## config.mk

```make
export PLATFORM = sky130hd
export DESIGN_NAME = prfc_reset_flr_ctrl
export DESIGN_NICKNAME = d
export VERILOG_FILES = /design/src/rtl/prfc_pkg.sv /design/src/rtl/prfc_flr_fn.sv /design/src/rtl/prfc_reset_flr_ctrl.sv /design/src/rtl/prfc_stable_cnt.sv
export SDC_FILE = /design/constraint.sdc
export NUM_CORES = 1
export LEC_CHECK = 0
export ABC_AREA = 1
export BUFFER_PORTS_ARGS = -buffer_cell sky130_fd_sc_hd__clkbuf_2
export CAP_MARGIN = 25
export CORE_ASPECT_RATIO = 0.75
export CORE_UTILIZATION = 57
export DETAILED_ROUTE_END_ITERATION = 12
export GPL_TIMING_DRIVEN = 0
export PLACE_DENSITY_LB_ADDON = 0.2
export SLEW_MARGIN = 0
export SYNTH_ARGS = -nofsm -noshare
export SYNTH_HDL_FRONTEND = slang
export SYNTH_SLANG_ARGS = --single-unit
```

## constraint.sdc

```tcl
create_clock -name clock -period 2.85 [get_ports clock]
set_input_delay 0.1425 -clock clock [delete_from_list [all_inputs] [get_ports clock]]
set_output_delay 0.1425 -clock clock [all_outputs]
set_load 0.01 [all_outputs]
```

## src/rtl/prfc_pkg.sv

```systemverilog
package prfc_pkg;

  localparam int CLK_HZ = 20_000_000;
  localparam int RX_STABLE_MS = 3;
  localparam int RX_STABLE_CYC = (RX_STABLE_MS * CLK_HZ + 999) / 1000;
  localparam int TX_STABLE_CYC = 127;
  localparam int CNT_W = 16;

  localparam int NUM_VF = 4;
  localparam int VF_IDX_W = 2;
  localparam int ADDR_W = 12;
  localparam int VF_SEL_LSB = 8;
  localparam int VF_SEL_W = 4;

  localparam logic [7:0] CAP_LIST_OFS = 8'h80;
  localparam logic [7:0] DEV_CTL_OFS = 8'h88;

  localparam logic [7:0] CAP_ID_VAL = 8'h10;
  localparam logic [7:0] NEXT_PTR_VAL = 8'h00;
  localparam int CAP_ID_LSB = 0;
  localparam int NEXT_PTR_LSB = 8;
  localparam int VER_LSB = 16;
  localparam int VER_W = 3;
  localparam logic [2:0] VER_RST = 3'h0;

  localparam int FLR_BIT = 15;
  localparam int ERR_LSB = 16;
  localparam int ERR_W = 4;
  localparam int PEND_BIT = 21;

  localparam logic [2:0] RXSTAT_DETECTED = 3'h3;

  typedef struct packed {
    logic rx_pll_locked;
    logic phy_status;
    logic [2:0] rx_status;
    logic signal_detect;
    logic tx_pll_locked;
  } prfc_phy_t;

  typedef enum logic [2:0] {
    PRFC_DETECT_QUIET = 3'h1,
    PRFC_DETECT_ACTIVE = 3'h2,
    PRFC_POLLING_ACTIVE = 3'h4
  } prfc_ltssm_t;

endpackage

```

## src/rtl/prfc_flr_fn.sv

```systemverilog
`timescale 1ns/1ns
module prfc_flr_fn (
  input logic clock,
  input logic rst,
  input logic ce,
  input logic trigger,
  input logic done_in,
  input logic [prfc_pkg::ERR_W-1:0] err_set,
  input logic [prfc_pkg::ERR_W-1:0] err_clr,
  output logic active,
  output logic [prfc_pkg::ERR_W-1:0] err_q
);

  logic active_reg;
  logic [prfc_pkg::ERR_W-1:0] err_reg;

  always_ff @(posedge clock) begin
    if (rst) begin
      active_reg <= 1'b0;
    end else if (ce) begin
      if (trigger) begin
        active_reg <= 1'b1;
      end else if (done_in) begin
        active_reg <= 1'b0;
      end
    end
  end

  // error flags: new events win over a clear, reset returns them to default
  always_ff @(posedge clock) begin
    if (rst) begin
      err_reg <= '0;
    end else if (ce) begin
      if (trigger) begin
        err_reg <= err_set;
      end else begin
        err_reg <= (err_reg & ~err_clr) | err_set;
      end
    end
  end

  assign active = active_reg;
  assign err_q = err_reg;

  a_flr_launch: assert property (@(posedge clock) disable iff (rst)
    ce && trigger |=> active && ((err_q & ~$past(err_set)) == '0))
    else $error("function reset did not start");

  a_flr_release: assert property (@(posedge clock) disable iff (rst)
    ce && active && done_in && !trigger |=> !active)
    else $error("function not re-enabled after done");

  a_flr_hold: assert property (@(posedge clock) disable iff (rst)
    (!ce || (!trigger && !done_in)) |=> active == $past(active))
    else $error("reset-active changed without cause");

endmodule

```

## src/rtl/prfc_reset_flr_ctrl.sv

```systemverilog
// The address-and-strobe port was decided locally.
`timescale 1ns/1ns
module prfc_reset_flr_ctrl #(
  parameter int RX_STABLE_CYC = prfc_pkg::RX_STABLE_CYC
) (
  input logic clock,
  input logic rst,
  input logic ce,
  input logic perst_n,
  input logic por_n,
  input prfc_pkg::prfc_phy_t phy,
  input logic pf_flr_capable,
  output logic core_reset_status,
  output logic serdes_por_n,
  output logic rx_digital_reset,
  output logic tx_digital_reset,
  output prfc_pkg::prfc_ltssm_t link_state,
  input logic [prfc_pkg::ADDR_W-1:0] reg_addr,
  input logic [31:0] reg_wdata,
  input logic reg_wr,
  input logic reg_rd,
  output logic [31:0] reg_rdata,
  output logic [prfc_pkg::NUM_VF-1:0] flr_active,
  input logic [prfc_pkg::NUM_VF-1:0] flr_done,
  input logic [prfc_pkg::NUM_VF-1:0] vf_np_pending,
  input logic [prfc_pkg::NUM_VF-1:0][prfc_pkg::ERR_W-1:0] vf_err_event
);

  // synchroniser for the physical-side levels

  logic [2:0] meta_reg;
  logic [2:0] sync_reg;
  logic rx_pll_s;
  logic sig_det_s;
  logic tx_pll_s;

  always_ff @(posedge clock) begin
    if (rst) begin
      meta_reg <= 3'h0;
      sync_reg <= 3'h0;
    end else if (ce) begin
      meta_reg <= {phy.rx_pll_locked, phy.signal_detect, phy.tx_pll_locked};
      sync_reg <= meta_reg;
    end
  end

  assign rx_pll_s = sync_reg[2];
  assign sig_det_s = sync_reg[1];
  assign tx_pll_s = sync_reg[0];

  // core reset status and transceiver power-on reset

  logic core_rst_reg;
  logic serdes_por_n_reg;

  always_ff @(posedge clock) begin
    if (rst) begin
      core_rst_reg <= 1'b1;
    end else if (ce) begin
      core_rst_reg <= !(perst_n || por_n);
    end
  end

  always_ff @(posedge clock) begin
    if (rst) begin
      serdes_por_n_reg <= 1'b0;
    end else if (ce) begin
      serdes_por_n_reg <= por_n;
    end
  end

  assign core_reset_status = core_rst_reg;
  assign serdes_por_n = serdes_por_n_reg;

  // link training entry

  prfc_pkg::prfc_ltssm_t state_reg;
  prfc_pkg::prfc_ltssm_t state_next;
  logic rx_detected;

  assign rx_detected = phy.phy_status && (phy.rx_status == prfc_pkg::RXSTAT_DETECTED);

  always_comb begin
    state_next = state_reg;
    case (state_reg)
      prfc_pkg::PRFC_DETECT_QUIET: begin
        if (rx_pll_s) begin
          state_next = prfc_pkg::PRFC_DETECT_ACTIVE;
        end
      end
      prfc_pkg::PRFC_DETECT_ACTIVE: begin
        if (!rx_pll_s) begin
          state_next = prfc_pkg::PRFC_DETECT_QUIET;
        end else if (rx_detected) begin
          state_next = prfc_pkg::PRFC_POLLING_ACTIVE;
        end
      end
      prfc_pkg::PRFC_POLLING_ACTIVE: begin
        if (!rx_pll_s) begin
          state_next = prfc_pkg::PRFC_DETECT_QUIET;
        end
      end
      default: begin
        state_next = prfc_pkg::PRFC_DETECT_QUIET;
      end
    endcase
  end

  always_ff @(posedge clock) begin
    if (rst || core_rst_reg) begin
      state_reg <= prfc_pkg::PRFC_DETECT_QUIET;
    end else if (ce) begin
      state_reg <= state_next;
    end
  end

  assign link_state = state_reg;

  // receive and transmit logic resets

  logic rx_done;
  logic tx_done;
  logic rx_reset_reg;
  logic tx_reset_reg;

  prfc_stable_cnt #(
    .W(prfc_pkg::CNT_W)
  ) u_rx_stable (
    .clock(clock),
    .rst(rst),
    .ce(ce),
    .level(sig_det_s),
    .limit(prfc_pkg::CNT_W'(RX_STABLE_CYC)),
    .done(rx_done)
  );

  prfc_stable_cnt #(
    .W(prfc_pkg::CNT_W)
  ) u_tx_stable (
    .clock(clock),
    .rst(rst),
    .ce(ce),
    .level(tx_pll_s),
    .limit(prfc_pkg::CNT_W'(prfc_pkg::TX_STABLE_CYC)),
    .done(tx_done)
  );

  always_ff @(posedge clock) begin
    if (rst) begin
      rx_reset_reg <= 1'b1;
    end else if (ce) begin
      if (state_reg != prfc_pkg::PRFC_POLLING_ACTIVE) begin
        rx_reset_reg <= 1'b1;
      end else begin
        rx_reset_reg <= !rx_done;
      end
    end
  end

  always_ff @(posedge clock) begin
    if (rst) begin
      tx_reset_reg <= 1'b1;
    end else if (ce) begin
      tx_reset_reg <= !(tx_done && serdes_por_n_reg);
    end
  end

  assign rx_digital_reset = rx_reset_reg;
  assign tx_digital_reset = tx_reset_reg;

  // register decode

  logic [prfc_pkg::VF_SEL_W-1:0] sel_field;
  logic [prfc_pkg::VF_IDX_W-1:0] sel;
  logic [7:0] ofs;
  logic vf_ok;
  logic cap_hit;
  logic dev_hit;
  logic pend_sel;

  assign sel_field = reg_addr[prfc_pkg::VF_SEL_LSB +: prfc_pkg::VF_SEL_W];
  assign sel = sel_field[prfc_pkg::VF_IDX_W-1:0];
  assign ofs = reg_addr[7:0];
  assign vf_ok = sel_field < prfc_pkg::VF_SEL_W'(prfc_pkg::NUM_VF);
  assign cap_hit = vf_ok && (ofs == prfc_pkg::CAP_LIST_OFS);
  assign dev_hit = vf_ok && (ofs == prfc_pkg::DEV_CTL_OFS);
  assign pend_sel = vf_np_pending[sel];

  // per-function reset handshake, version field and error flags

  logic [prfc_pkg::NUM_VF-1:0] flr_trig;
  logic [prfc_pkg::NUM_VF-1:0][prfc_pkg::ERR_W-1:0] err_q;
  logic [prfc_pkg::VER_W-1:0] ver_reg [prfc_pkg::NUM_VF];

  for (genvar i = 0; i < prfc_pkg::NUM_VF; i++) begin : g_vf
    logic hit_i;
    logic [prfc_pkg::ERR_W-1:0] clr_i;

    assign hit_i = reg_wr && (sel == prfc_pkg::VF_IDX_W'(i));
    assign flr_trig[i] = hit_i && dev_hit && reg_wdata[prfc_pkg::FLR_BIT]
                         && pf_flr_capable;
    assign clr_i = (hit_i && dev_hit) ? reg_wdata[prfc_pkg::ERR_LSB +: prfc_pkg::ERR_W]
                                      : '0;

    prfc_flr_fn u_fn (
      .clock(clock),
      .rst(rst),
      .ce(ce),
      .trigger(flr_trig[i]),
      .done_in(flr_done[i]),
      .err_set(vf_err_event[i]),
      .err_clr(clr_i),
      .active(flr_active[i]),
      .err_q(err_q[i])
    );

    always_ff @(posedge clock) begin
      if (rst) begin
        ver_reg[i] <= prfc_pkg::VER_RST;
      end else if (ce) begin
        if (flr_trig[i]) begin
          ver_reg[i] <= prfc_pkg::VER_RST;
        end else if (hit_i && cap_hit) begin
          ver_reg[i] <= reg_wdata[prfc_pkg::VER_LSB +: prfc_pkg::VER_W];
        end
      end
    end

    a_ver_reset: assert property (@(posedge clock) disable iff (rst)
      ce && flr_trig[i] |=> ver_reg[i] == prfc_pkg::VER_RST)
      else $error("version field not restored by function reset");
  end

  // read data

  logic [31:0] rdata_next;
  logic [31:0] rdata_reg;

  always_comb begin
    rdata_next = 32'h0000_0000;
    if (cap_hit) begin
      rdata_next[prfc_pkg::CAP_ID_LSB +: 8] = prfc_pkg::CAP_ID_VAL;
      rdata_next[prfc_pkg::NEXT_PTR_LSB +: 8] = prfc_pkg::NEXT_PTR_VAL;
      rdata_next[prfc_pkg::VER_LSB +: prfc_pkg::VER_W] = ver_reg[sel];
    end else if (dev_hit) begin
      rdata_next[prfc_pkg::FLR_BIT] = 1'b0;
      rdata_next[prfc_pkg::ERR_LSB +: prfc_pkg::ERR_W] = err_q[sel];
      rdata_next[prfc_pkg::PEND_BIT] = pend_sel;
    end
  end

  always_ff @(posedge clock) begin
    if (rst) begin
      rdata_reg <= 32'h0000_0000;
    end else if (ce) begin
      rdata_reg <= reg_rd ? rdata_next : 32'h0000_0000;
    end
  end

  assign reg_rdata = rdata_reg;

  // checks

  a_core_release: assert property (@(posedge clock) disable iff (rst)
    ce && (perst_n || por_n) |=> !core_reset_status)
    else $error("core reset status not released");

  a_core_hold: assert property (@(posedge clock) disable iff (rst)
    ce && !perst_n && !por_n |=> core_reset_status)
    else $error("core reset status released while both resets held");

  a_serdes_por: assert property (@(posedge clock) disable iff (rst)
    ce && por_n |=> serdes_por_n)
    else $error("transceiver power-on reset not released");

  a_quiet_exit: assert property (@(posedge clock) disable iff (rst)
    link_state == prfc_pkg::PRFC_DETECT_ACTIVE
    && $past(link_state) == prfc_pkg::PRFC_DETECT_QUIET |-> $past(rx_pll_s))
    else $error("left detect-quiet without PLL lock");

  a_detect_done: assert property (@(posedge clock) disable iff (rst)
    link_state == prfc_pkg::PRFC_POLLING_ACTIVE
    && $past(link_state) == prfc_pkg::PRFC_DETECT_ACTIVE
    |-> $past(phy.phy_status) && $past(phy.rx_status) == prfc_pkg::RXSTAT_DETECTED)
    else $error("polling entered without receiver detect");

  a_enter_poll: assert property (@(posedge clock) disable iff (rst || core_rst_reg)
    ce && link_state == prfc_pkg::PRFC_DETECT_ACTIVE && rx_pll_s && rx_detected
    |=> link_state == prfc_pkg::PRFC_POLLING_ACTIVE)
    else $error("receiver detected but polling not entered");

  a_rx_reset_hold: assert property (@(posedge clock) disable iff (rst)
    $fell(rx_digital_reset) |-> $past(rx_done) && $past(sig_det_s))
    else $error("receive reset released before signal stable");

  a_rx_outside_poll: assert property (@(posedge clock) disable iff (rst)
    ce && link_state != prfc_pkg::PRFC_POLLING_ACTIVE |=> rx_digital_reset)
    else $error("receive reset not held outside polling");

  a_tx_reset_hold: assert property (@(posedge clock) disable iff (rst)
    $fell(tx_digital_reset) |-> $past(tx_done) && $past(tx_pll_s))
    else $error("transmit reset released before PLL stable");

  a_tx_por_gate: assert property (@(posedge clock) disable iff (rst)
    ce && !serdes_por_n |=> tx_digital_reset)
    else $error("transmit reset not held during transceiver power-on reset");

  a_flr_reads0: assert property (@(posedge clock) disable iff (rst)
    $past(ce && reg_rd && dev_hit) |-> !reg_rdata[prfc_pkg::FLR_BIT])
    else $error("function reset bit read back as one");

  a_flr_gate: assert property (@(posedge clock) disable iff (rst)
    ce && reg_wr && dev_hit && !pf_flr_capable |=> (flr_active & ~$past(flr_active)) == '0)
    else $error("function reset launched without capability");

  a_pending_bit: assert property (@(posedge clock) disable iff (rst)
    $past(ce && reg_rd && dev_hit) |-> reg_rdata[prfc_pkg::PEND_BIT] == $past(pend_sel))
    else $error("pending bit does not follow outstanding requests");

  a_cap_id: assert property (@(posedge clock) disable iff (rst)
    $past(ce && reg_rd && cap_hit)
    |-> reg_rdata[15:0] == {prfc_pkg::NEXT_PTR_VAL, prfc_pkg::CAP_ID_VAL})
    else $error("capability id or next pointer wrong");

endmodule

```

## src/rtl/prfc_stable_cnt.sv

```systemverilog
`timescale 1ns/1ns
module prfc_stable_cnt #(
  parameter int W = 16
) (
  input logic clock,
  input logic rst,
  input logic ce,
  input logic level,
  input logic [W-1:0] limit,
  output logic done
);

  logic [W-1:0] cnt_reg;

  // counts cycles of an unbroken high level, saturating at limit
  always_ff @(posedge clock) begin
    if (rst) begin
      cnt_reg <= '0;
    end else if (ce) begin
      if (!level) begin
        cnt_reg <= '0;
      end else if (cnt_reg != limit) begin
        cnt_reg <= cnt_reg + 1'b1;
      end
    end
  end

  assign done = level && (cnt_reg == limit);

  a_stable_restart: assert property (@(posedge clock) disable iff (rst)
    ce && !level |=> !done)
    else $error("stability count not restarted on dropout");

endmodule

```

* Yosys cells after proc, flatten, opt, wreduce, memory -nomap -nowiden
Memory sizes are Yosys's and may differ from the RTL's.
Cells that the tools add are included.
** Word-level totals
- Flip-flop bits (word level) :: 97
- Bits in writable memories :: 12
- Input port bits :: 83
- Output and inout port bits :: 43
- Logic and storage cells :: 188
- Memories kept :: 1
** Memories
- ver_reg :: depth 4, width 3, rd ports 1, clocked after memory_dff 0, wr ports 4, line prfc_reset_flr_ctrl.sv:193 : logic [prfc_pkg::VER_W-1:0] ver_reg [prfc_pkg::NUM_VF];
** Cells by class
- Add/subtract/negate cells :: 2
- Order comparisons :: 2
- Equality and inequality tests :: 19
- Muxes and demuxes :: 83
- Bitwise gates (word level) :: 20
- Reductions and logical operators :: 43
** Operator list (number)
- two-way mux 16 bit :: 4
- two-way mux 1 bit :: 51
- two-way mux 4 bit :: 10
- two-way mux 3 bit :: 12
- adder 16 x 1 -> 16 bit, second input constant :: 2
- logical AND 1 bit :: 26
- two-way mux 22 bit :: 1
- bitwise AND 4 bit :: 4
- == test 16 bit, second input constant :: 1
- == test 16 x 7 -> 1 bit, second input constant :: 1
- == test 8 bit, second input constant :: 2
- != test 16 bit, second input constant :: 1
- != test 16 x 7 -> 1 bit, second input constant :: 1
- inverter 4 bit :: 4
- bitwise OR 4 bit :: 4
- AND reduction 2 bit :: 6
- two-way mux 5 bit :: 2
- one-hot mux 3 bit (3 select lines) :: 1
- binary-select mux 4 bit (select 2 bit) :: 1
- bitwise OR 1 bit :: 8
- nonzero test 2 bit :: 4
- == test 3 x 2 -> 1 bit, second input constant :: 2
- != test 3 bit, second input constant :: 2
- == test 2 bit, second input constant :: 2
- other kinds (12) :: 17

* Logic depth before layout (Yosys ltp)
Gate-level depths: netlist (run 1).
- Depth in word-level cells :: 11
- Depth in mapped cells :: 12
- Gate-level depth less buffers :: 11

* Modules after synthesis
A second synthesis (run 1) with hierarchy kept.
** Unflattened totals
- Cell total of the unflattened synthesis :: 929
- Area, all modules :: 5691.7 um2
** Modules (own cells, without submodules)
- prfc_stable_cnt :: instances 2, cells an instance 260, area an instance 1425.1 um2, sequential area each 320.3 um2
- prfc_reset_flr_ctrl :: instances 1, cells an instance 305, area an instance 2000.7 um2, sequential area each 740.7 um2
- prfc_flr_fn :: instances 4, cells an instance 26, area an instance 210.2 um2, sequential area each 100.1 um2

* Worst setup path before layout (run 1)
No wires, ideal clock.
- Kind :: reg2reg
- Start point :: reg u_tx_stable.cnt_reg[0]
- End point :: reg u_tx_stable.cnt_reg[13]
- Arrival time :: 1365 ps
- Data required time :: 2725 ps
- Setup slack :: 1359 ps
- Cell stages (with the launch flop) :: 12
- Buffers on the path :: 1
- Period minus slack after synthesis :: 1491 ps
- Cell sequence :: dfxtp_1 ha_1 nand2_1 inv_1 nand3_2 nor2_4 nand2_2 nand2_4 buf_4 nor2_1 nor2_1 nor2_2
** Between the ends
- Longest elaborated chain between the ends :: 3
- Elaborated cells on any way between the ends :: 6
** RTL lines
- start, declared :: line prfc_stable_cnt.sv:13 : logic [W-1:0] cnt_reg;
- start signal, assigned :: line prfc_stable_cnt.sv:23 : cnt_reg <= cnt_reg + 1'b1;
- adder 16 x 1 -> 16 bit or != test 16 x 7 -> 1 bit (tied branches) :: line prfc_stable_cnt.sv:23, prfc_stable_cnt.sv:22
- two-way mux 16 bit or != test 2 x 1 -> 1 bit (tied branches)
- two-way mux 16 bit or AND reduction 2 bit (tied branches)
Several ways; a longest one is shown, not always the timed one. The select of a mux whose other input is x is not followed.
A chain may end at the register's enable or synchronous reset.

* Worst setup path after layout (run 1)
Ends and elaborated chain as after synthesis.

==> flow_summary.yaml, run 1 <==
critical_path:
  reg2reg_depth: 11
  cp_common_cell: "nor2_1"
  critPathMaxFanout: 10
  cp-end-kind: "flop"
  cp-start-kind: "flop"
  path_delay_family: "simple AND/OR/NAND/NOR gates"
  worstSetupPathType: "reg2reg"
  worstPathRequired_ps: 3090
  slowest_stage: "dfxtp_1"
  arrival_ps: 2000
  reg2reg_slack_ps: 1090
  path_cells: "ha_1 > nand2_1 > inv_1 > nand3_2 > nor2_4 > nand2_2 > nand2_4 > buf_4 > nor2_1 > nor2_1 > nor2_2"
  rr_startpoint: "u_tx_stable.cnt_reg[0]$_SDFFE_PP0P_"
  r2r-end: "u_tx_stable.cnt_reg[13]$_SDFFE_PP0P_"
  critPathBufInv: 2
  cpPeakStageDelay_ps: 420
  crit_cells: 11
clock_tree:
  cts_tree: "yes"
  cts_buffer_depth: 2
  root_buffer: "clkbuf_8"
  path_clk_slew_ps: 90
  htree_levels: 3
  ctsResizeCount: 0
  cts_inserted_buffers: 9
  insertion_delay_ps: 360
  cts_sinks: 83
  cts_setup_buffers: 0
floorplanning:
  num_rows: 27
  ioPinCount: 126
  die-area_um2: 8320
  coreArea_um2: 7530
  start_util_pct: 60.2
  die_h_um: 79.2
  die_w_um: 105
power:
  p_total_mw: 2.37
  powerDensity_nw_per_um2: 435
  p_leak_nw: 2.39
  ir_drop_mv: 0.296
placement:
  port_buffers: 71
  pre_cts_slack_ps: 1100
  dp_hpwl_mm: 8.96
  gp_congestion: 0.962
timing:
  setup_ws_ps: 1090
  tightest_slew_ps: 741
  drv_slew: 0
  fmax_mhz: 569
  rsz0062_at_grt: "no"
  timing.final.crit_period_ps: 1760
  slew_headroom_pct: 50.1
  fin_setup_tns_ps: 0
  skew_ps: 13.3
  finalSetupViolations: 0
  hold_violations: 0
  holdWs_ps: 22.0
  timing.final.crit_share_pct: 61.7
final_layout:
  layout.nets: 868
  drive_gt1_share_pct: 17.8
  syn2layout_area_growth_pct: 20.1
  num_antenna_cells: 0
drt:
  met2_length_mm: 5.42
  drt_drc_violations_left: 0
  wl_per_cell_um: 13.6
  wl_met3_mm: 1.21
  drt_wl_total_mm: 12.0
  routed_via_density: 5.31
  vias: 4715
  drt_pre_antenna_iters: 5
  top_layer_used: "met4"
  wl_met1_mm: 5.18
  drt_iter0_markers: 335
  antenna_left: 0
global_routing:
  grt_use_total_pct: 30.3
  grt_start_max_net_pins: 14
  grt_pass1_vias: 4299
  grt_pass1_wl_mm: 19.6
  antenna_found_initial: 0
  grt_overflow_total: 0
synth:
  yosys.area_share.xor_xnor_pct: 0.773
  synth_compound_area_share_pct: 12.2
  synth_top_area_share_pct: 31.3
  synth_top_area_cell: "dfxtp_1"
  postSynthAreaPerCell_um2: 6.87
  ys.flop_type: "dfxtp_1"
  ys_top_cells_by_count: "170 x nand2_1, 103 x nor2_1, 71 x dfxtp_1"
  ys_types: 34
  yosys_register_bits: 83
  synth_area_um2: 4530
  async_flop_share_pct: 0
  synth_edf_count: 12
  synth.most_common_cell: "nand2_1"
  synth_mux_area_share_pct: 0
  yosys_warnings: 0
  syn_inst: 660
  yosys-top-cells-area: "dfxtp_1 31%, nand2_1 14%, nor2_1 8.5%"
  yosys.area_share.simple_pct: 34.3
  synth_fa_ha_area_share_pct: 0.828
  synth_top_family_by_area: "simple AND/OR/NAND/NOR gates"
  synth_seq_area_share_pct: 39.3
job:
  cap_violations: 0
hold_path:
  worstHoldStart: "por_n"
  holdPathStages: 2
  min_path_type: "in2reg"
  min_to: "core_reset_status$_SDFFE_PP1P_"
run_status:
  status: "completed"
-- timing repair --
item / CTS / global route
endpoints found under the setup margin: 0 / 0
hold buffers: 15 / 0
hold endpoints to repair: 15 / 0
-- metal layers --
layer | up-vias | track usage, %
met3 | 23 | 8.62
li1 | 2349 | -
met1 | 2107 | 39.1
met4 | 0 | 11.7
met2 | 236 | 48.2
met5 | - | 0
-- cells in the final DEF, fill, tap and decap left out, types with 3 or more instances in the layout --
| master | count |
|---|---|
| a21oi_1 | 32 |
| a22oi_1 | 4 |
| buf_1 | 4 |
| buf_4 | 32 |
| clkbuf_1 | 9 |
| clkbuf_2 | 71 |
| clkbuf_8 | 9 |
| conb_1 | 26 |
| dfxtp_1 | 71 |
| dlygate4sd3_1 | 15 |
| edfxtp_1 | 12 |
| ha_1 | 3 |
| inv_1 | 64 |
| inv_2 | 4 |
| nand2_1 | 170 |
| nand3_1 | 37 |
| nand3b_1 | 3 |
| nand4_1 | 28 |
| nor2_1 | 103 |
| nor2_2 | 7 |
| nor3_1 | 5 |
| o211ai_1 | 18 |
| o21ai_0 | 28 |
| o22ai_1 | 5 |
| xor2_1 | 4 |
-- through the flow --
stage	area, um^2	utilization [%]	std cells
floorplan	4630	-	685
global placement	5110	67.8	857
detailed placement	5110	67.8	857
CTS	5450	72.3	888
global route	5450	72.3	888
finish	5450	72.3	888
-- report_power, final --
group	switching (mW)	internal (mW)
Clock	0.430	0.402
Combinational	0.173	0.117
Sequential	0.0244	1.22
Total	0.627	1.74
-- cells by family after synthesis --
group / count (synthesis)
AND/OR/NAND/NOR: 361
other: 1
adder cells (fa/ha/maj): 3
flip-flops: 83
XOR/XNOR: 4
AO/OA/AOI/OAI: 93
buffers and inverters: 115
-- area by class of cell --
cell class,count,area [um^2]
Buffer,47,314
Clock buffer,11,131
Inverter,68,255
Sequential cell,83,1780
Timing Repair Buffer,86,505
Clock inverter,5,53.8
Multi-Input combinational cell,487,2280
Fill cell,621,2090
Tap cell,101,126
-- worst max-delay path by stage --
stage	startpoint	to	slack [ps]
2_1_floorplan	u_tx_stable.cnt_reg[0]$_SDFFE_PP0P_	u_tx_stable.cnt_reg[13]$_SDFFE_PP0P_	1360
3_3_place_gp	u_tx_stable.cnt_reg[0]$_SDFFE_PP0P_	u_tx_stable.cnt_reg[13]$_SDFFE_PP0P_	1160
3_5_place_dp	u_tx_stable.cnt_reg[0]$_SDFFE_PP0P_	u_tx_stable.cnt_reg[13]$_SDFFE_PP0P_	1100
4_1_cts	u_tx_stable.cnt_reg[0]$_SDFFE_PP0P_	u_tx_stable.cnt_reg[13]$_SDFFE_PP0P_	1090
5_1_grt	u_tx_stable.cnt_reg[0]$_SDFFE_PP0P_	u_tx_stable.cnt_reg[15]$_SDFFE_PP0P_	870
6_report	u_tx_stable.cnt_reg[0]$_SDFFE_PP0P_	u_tx_stable.cnt_reg[13]$_SDFFE_PP0P_	1090
Power figures use the tool's default switching activity.
==> run 2: changes to the inputs <==
Settings changed: ABC_AREA 1 to 0, CORE_UTILIZATION 57 to 47.
Clock period 2.85 ns to 1.58 ns, I/O delays scaled along.
==> flow_summary.yaml, run 2 <==
run_status:
  status: "finished, violations left"
  violations: "setup timing"
floorplanning:
  die_w_um: 114
  num_rows: 30
  ioPinCount: 126
  die_h_um: 85.9
  start_util_pct: 48.5
  coreArea_um2: 9080
  die-area_um2: 9780
timing:
  setup_ws_ps: -237
  hold_violations: 0
  fmax_mhz: 550
  timing.final.crit_period_ps: 1820
  drv_slew: 0
  skew_ps: 7.04
  timing.final.crit_share_pct: 115
  rsz0062_at_grt: "yes"
  finalSetupViolations: 12
  slew_headroom_pct: 53.7
  tightest_slew_ps: 687
  fin_setup_tns_ps: -1260
clock_tree:
  cts_sinks: 83
  cts_buffer_depth: 2
  cts_tree: "yes"
  root_buffer: "clkbuf_16"
  htree_levels: 3
  path_clk_slew_ps: 60
  insertion_delay_ps: 340
  cts_inserted_buffers: 9
hold_path:
  worstHoldStart: "phy[0]"
  holdPathStages: 3
  min_to: "meta_reg[0]$_SDFFE_PP0P_"
  min_path_type: "in2reg"
global_routing:
  grt_overflow_total: 0
  grt_pass1_wl_mm: 20.1
  grt_use_total_pct: 26.8
  grt_pass1_vias: 3912
  grt_start_max_net_pins: 14
  antenna_found_initial: 0
synth:
  synth_area_um2: 4410
  synth.most_common_cell: "dfxtp_1"
  yosys_register_bits: 83
  ys.flop_type: "dfxtp_1"
  synth_edf_count: 12
  syn_inst: 489
  synth_top_area_cell: "dfxtp_1"
  yosys_warnings: 0
  synth_seq_area_share_pct: 40.4
  ys_top_cells_by_count: "71 x dfxtp_1, 54 x nand2_1, 36 x nor2_1"
  synth_top_area_share_pct: 32.2
  async_flop_share_pct: 0
  ys_types: 61
  yosys-top-cells-area: "dfxtp_1 32%, edfxtp_1 8.2%, buf_4 5.1%"
  postSynthAreaPerCell_um2: 9.02
drt:
  drt_pre_antenna_iters: 5
  drt_iter0_markers: 548
  wl_met1_mm: 5.59
  routed_via_density: 5.78
  wl_met3_mm: 1.22
  top_layer_used: "met4"
  drt_wl_total_mm: 12.9
  wl_per_cell_um: 16.9
  drt_drc_violations_left: 0
  vias: 4404
  antenna_left: 0
  met2_length_mm: 5.77
power:
  p_leak_nw: 2.33
  ir_drop_mv: 0.550
  powerDensity_nw_per_um2: 808
job:
  cap_violations: 0
final_layout:
  fin_util_pct: 65.1
  num_antenna_cells: 0
  drive_gt1_share_pct: 37.2
  layout.nets: 716
  postLayoutCellArea_um2: 5920
  syn2layout_area_growth_pct: 34.2
  final_cell_mix: "74 x clkbuf_2, 61 x buf_4, 53 x nand2_1"
  final_common_cell: "clkbuf_2"
  stdcell_count: 762
critical_path:
  cp-start-kind: "flop"
  path_delay_family: "simple AND/OR/NAND/NOR gates"
  rr_startpoint: "u_rx_stable.cnt_reg[1]$_SDFFE_PP0P_"
  critPathBufInv: 2
  arrival_ps: 2050
  crit_cells: 7
  worstPathRequired_ps: 1810
  critPathMaxFanout: 8
  reg2reg_depth: 7
  r2r-end: "u_rx_stable.cnt_reg[5]$_SDFFE_PP0P_"
  slowest_stage: "or4_4"
  worstSetupPathType: "reg2reg"
  cp-end-kind: "flop"
  reg2reg_slack_ps: -240
  cpPeakStageDelay_ps: 480
  path_cells: "inv_4 > ha_4 > and4bb_1 > and4_1 > buf_6 > or4_4 > mux2i_1"
placement:
  placed_cells: 711
  gp_congestion: 0.883
  port_buffers: 69
  placed_cell_area_um2: 5090
  dp_hpwl_mm: 8.83
[run 2: cell types whose count changed after synthesis, sizes merged, moves of 20 or more]
cell	delta
inv	-55
nand2	-119
nand3	-20
nor2	-76
o21ai	-20
[run 2: final cells by class]
type,count,area [um^2]
Fill cell,736,3170
Multi-Input combinational cell,363,2600
Sequential cell,83,1830
Timing Repair Buffer,106,644
Buffer,53,337
Clock buffer,11,264
Tap cell,128,160
Inverter,14,57.6
Clock inverter,4,23.8
[run 2: per-layer routing]
metal  up-vias  global-route usage, %
li1       2057                      -
met1      2091                   36.6
met2       223                   41.9
met3        33                   7.56
met4         0                   6.85
met5         -                      0
[run 2: how the worst max path moves through the flow]
stage	from	endpoint	slack, ps
floorplan	u_rx_stable.cnt_reg[1]$_SDFFE_PP0P_	u_rx_stable.cnt_reg[5]$_SDFFE_PP0P_	-160
global placement	reg_addr[5]	ver_reg[3][1]$_SDFFCE_PN0P_	-480
detailed placement	reg_addr[5]	ver_reg[1][0]$_SDFFCE_PN0P_	-520
CTS	u_rx_stable.cnt_reg[0]$_SDFFE_PP0P_	u_rx_stable.cnt_reg[5]$_SDFFE_PP0P_	-200
global route	u_rx_stable.cnt_reg[1]$_SDFFE_PP0P_	u_rx_stable.cnt_reg[5]$_SDFFE_PP0P_	-280
finish	u_rx_stable.cnt_reg[1]$_SDFFE_PP0P_	u_rx_stable.cnt_reg[5]$_SDFFE_PP0P_	-240
[run 2: logic make-up (layout without fill, tap and decap cells)]
logic type,Yosys count,after routing,share of synthesized area [%]
flops,83,83,40.4
mux,26,26,8.26
simple gates,199,199,24.2
buf+inv,68,188,8.57
fa+ha+maj,3,3,0.851
other cells,1,26,0.0850
xor+xnor,8,8,1.59
compound gates,101,101,16.1
[run 2: through the flow]
step	setup WS (ps)	total power, mW	hold WS (ps)
after global routing	-276	4.92	18.3
after floorplan	-156	2.57	171
after detailed placement	-522	2.75	266
after CTS	-201	4.76	4.41
final	-237	4.78	11.5
after global placement	-478	2.74	263
[run 2: report_power, final]
group / switching, mW / internal [mW]
combinational: 0.297 / 0.227
clock: 0.854 / 1.19
sequential: 0.0317 / 2.18
[run 2: timing repair]
| item | 4_1_cts | 5_1_grt |
|---|---|---|
| hold buffers | 4 | 0 |
| cloned | 0 | 0 |
| endpoints found under the hold margin | 3 | 0 |
| endpoints found under the setup margin | 30 | 45 |
| pin swaps | 14 | 16 |
| buffers inserted | 30 | 5 |
| resized for setup | 34 | 37 |
[run 2: worst register-to-register path: cells and delay by family, from the launching register on]
family | cells | cell delay (ps)
and+or+nand+nor | 3 | 840
muxes | 1 | 130
buffers and inverters | 2 | 180
adders and majority gates | 1 | 150
DFF | 1 | 410
==> run 3: changes to the inputs <==
Settings changed: CORE_UTILIZATION 47 to 30.
==> flow_summary.yaml, run 3 (synthesis results as in run 2) <==
final_layout:
  layout.nets: 711
  final_common_cell: "clkbuf_2"
  final_cell_mix: "77 x clkbuf_2, 56 x buf_4, 52 x nand2_1"
  stdcell_count: 824
  postLayoutCellArea_um2: 5990
  n_fill_cell: 1386
  drive_gt1_share_pct: 36.9
  num_antenna_cells: 0
  syn2layout_area_growth_pct: 35.8
clock_tree:
  insertion_delay_ps: 350
  path_clk_slew_ps: 60
  cts_tree: "yes"
  htree_levels: 3
  cts_inserted_buffers: 9
  root_buffer: "clkbuf_16"
  cts_buffer_depth: 2
  cts_sinks: 83
floorplanning:
  die_w_um: 142
  ioPinCount: 126
  coreArea_um2: 14000
  num_rows: 37
  start_util_pct: 31.4
  die-area_um2: 15200
  die_h_um: 107
power:
  ir_drop_mv: 0.480
  powerDensity_nw_per_um2: 805
  p_leak_nw: 2.32
hold_path:
  min_to: "g_vf[3].u_fn.err_q[3]$_SDFFE_PP0P_"
  min_path_type: "in2reg"
  worstHoldStart: "vf_err_event[15]"
  holdPathStages: 3
drt:
  antenna_left: 0
  drt_drc_violations_left: 0
  wl_per_cell_um: 16.6
  vias: 4301
  drt_pre_antenna_iters: 5
  drt_wl_total_mm: 13.7
  routed_via_density: 5.22
  drt_iter0_markers: 268
timing:
  skew_ps: 7.05
  slew_headroom_pct: 43.6
  fmax_mhz: 561
  setup_ws_ps: -202
  rsz0062_at_grt: "yes"
  timing.final.crit_share_pct: 113
  drv_slew: 0
  finalSetupViolations: 9
  timing.final.crit_period_ps: 1780
  tightest_slew_ps: 836
  hold_violations: 0
critical_path:
  reg2reg_slack_ps: -200
  cpPeakStageDelay_ps: 480
  path_delay_family: "simple AND/OR/NAND/NOR gates"
  worstPathRequired_ps: 1820
  r2r-end: "u_rx_stable.cnt_reg[5]$_SDFFE_PP0P_"
  path_cells: "inv_4 > ha_4 > and4bb_1 > and4_1 > buf_6 > or4_4 > mux2i_1"
  critPathMaxFanout: 5
  reg2reg_depth: 7
  slowest_stage: "or4_4"
  arrival_ps: 2020
  critPathBufInv: 2
  rr_startpoint: "u_rx_stable.cnt_reg[1]$_SDFFE_PP0P_"
  worstSetupPathType: "reg2reg"
  cp-end-kind: "flop"
  cp-start-kind: "flop"
run_status:
  status: "finished, violations left"
  violations: "setup timing"
placement:
  port_buffers: 69
  gp_congestion: 0.855
  placed_cells: 778
  dp_hpwl_mm: 9.89
  placed_cell_area_um2: 5180
  pre_cts_slack_ps: -543
job:
  cap_violations: 0
global_routing:
  grt_start_max_net_pins: 15
  grt_pass1_vias: 4012
  grt_use_total_pct: 18.1
  grt_overflow_total: 0
  grt_pass1_wl_mm: 20.9
  antenna_found_initial: 0
-- run 3: changes by cell type in the layout (fill, tap and decap cells not counted), sizes merged --
cell,delta
clkinv,-1
buf,-5
clkinvlp,+1
clkbuf,-1
bufinv,+1
-- run 3: metrics by stage --
| step | TNS [ps] | utilization, % | power, mW | hold slack [ps] |
|---|---|---|---|---|
| detailed placement | -18060 | 36.9 | 2.77 | 290 |
| floorplan | -391 | - | 2.57 | 171 |
| CTS | -723 | 41.4 | 4.83 | 0.979 |
| global placement | -16250 | 36.9 | 2.76 | 291 |
| global route | -1590 | 42.7 | 4.98 | 15.4 |
| finish | -806 | 42.7 | 4.82 | 0.516 |
-- run 3: worst max-delay path by stage --
stage	slack (ps)	cells past startpoint	start	to
after global routing	-240	7	u_rx_stable.cnt_reg[1]$_SDFFE_PP0P_	u_rx_stable.cnt_reg[5]$_SDFFE_PP0P_
after global placement	-500	5	reg_addr[5]	ver_reg[3][1]$_SDFFCE_PN0P_
after CTS	-180	7	u_rx_stable.cnt_reg[1]$_SDFFE_PP0P_	u_rx_stable.cnt_reg[5]$_SDFFE_PP0P_
after floorplan	-160	7	u_rx_stable.cnt_reg[1]$_SDFFE_PP0P_	u_rx_stable.cnt_reg[5]$_SDFFE_PP0P_
after detailed placement	-540	5	reg_addr[5]	ver_reg[1][0]$_SDFFCE_PN0P_
final	-200	7	u_rx_stable.cnt_reg[1]$_SDFFE_PP0P_	u_rx_stable.cnt_reg[5]$_SDFFE_PP0P_
-- run 3: worst min-delay path: stages --
cell and delay [ps]:
clkbuf_2 90, nand2_1 60, a311oi_1 70
-- run 3: report_power, final --
group          leakage [nW]  switching [mW]  total (mW)  internal (mW)
combinational          1.48           0.302       0.526          0.224
clock                 0.138           0.871        2.08           1.21
sequential            0.705          0.0327        2.21           2.18
-- run 3: repair_timing --
action | CTS | global route
hold buffers | 4 | 0
endpoints found under the setup margin | 31 | 50
buffers inserted | 22 | 8
endpoints found under the hold margin | 3 | 0
gates cloned | 1 | 0
gates resized for setup | 39 | 42
pin swaps | 20 | 16
-- run 3: layout make-up --
| class | count | area (um^2) | share of cell area (%) |
|---|---|---|---|
| clock inverter | 5 | 56.3 | 0.940 |
| buffer | 53 | 340 | 5.68 |
| multi-input combinational | 363 | 2620 | 43.7 |
| timing repair buffer | 101 | 607 | 10.1 |
| tap | 195 | 244 | 4.07 |
| inverter | 14 | 57.6 | 0.961 |
| sequential | 83 | 1840 | 30.7 |
| clock buffer | 10 | 229 | 3.82 |
-- run 3: metal layers --
layer  part of all wire (%)  routed length, um  track usage [%]  up-vias
met1                     46               6310             24.2     2068
met5                      0                  0                0        -
met2                     44               6010             27.7      163
met4                    1.9                255             6.84        0
met3                    7.9               1080             4.87       22
li1                       -                  -                -     2048
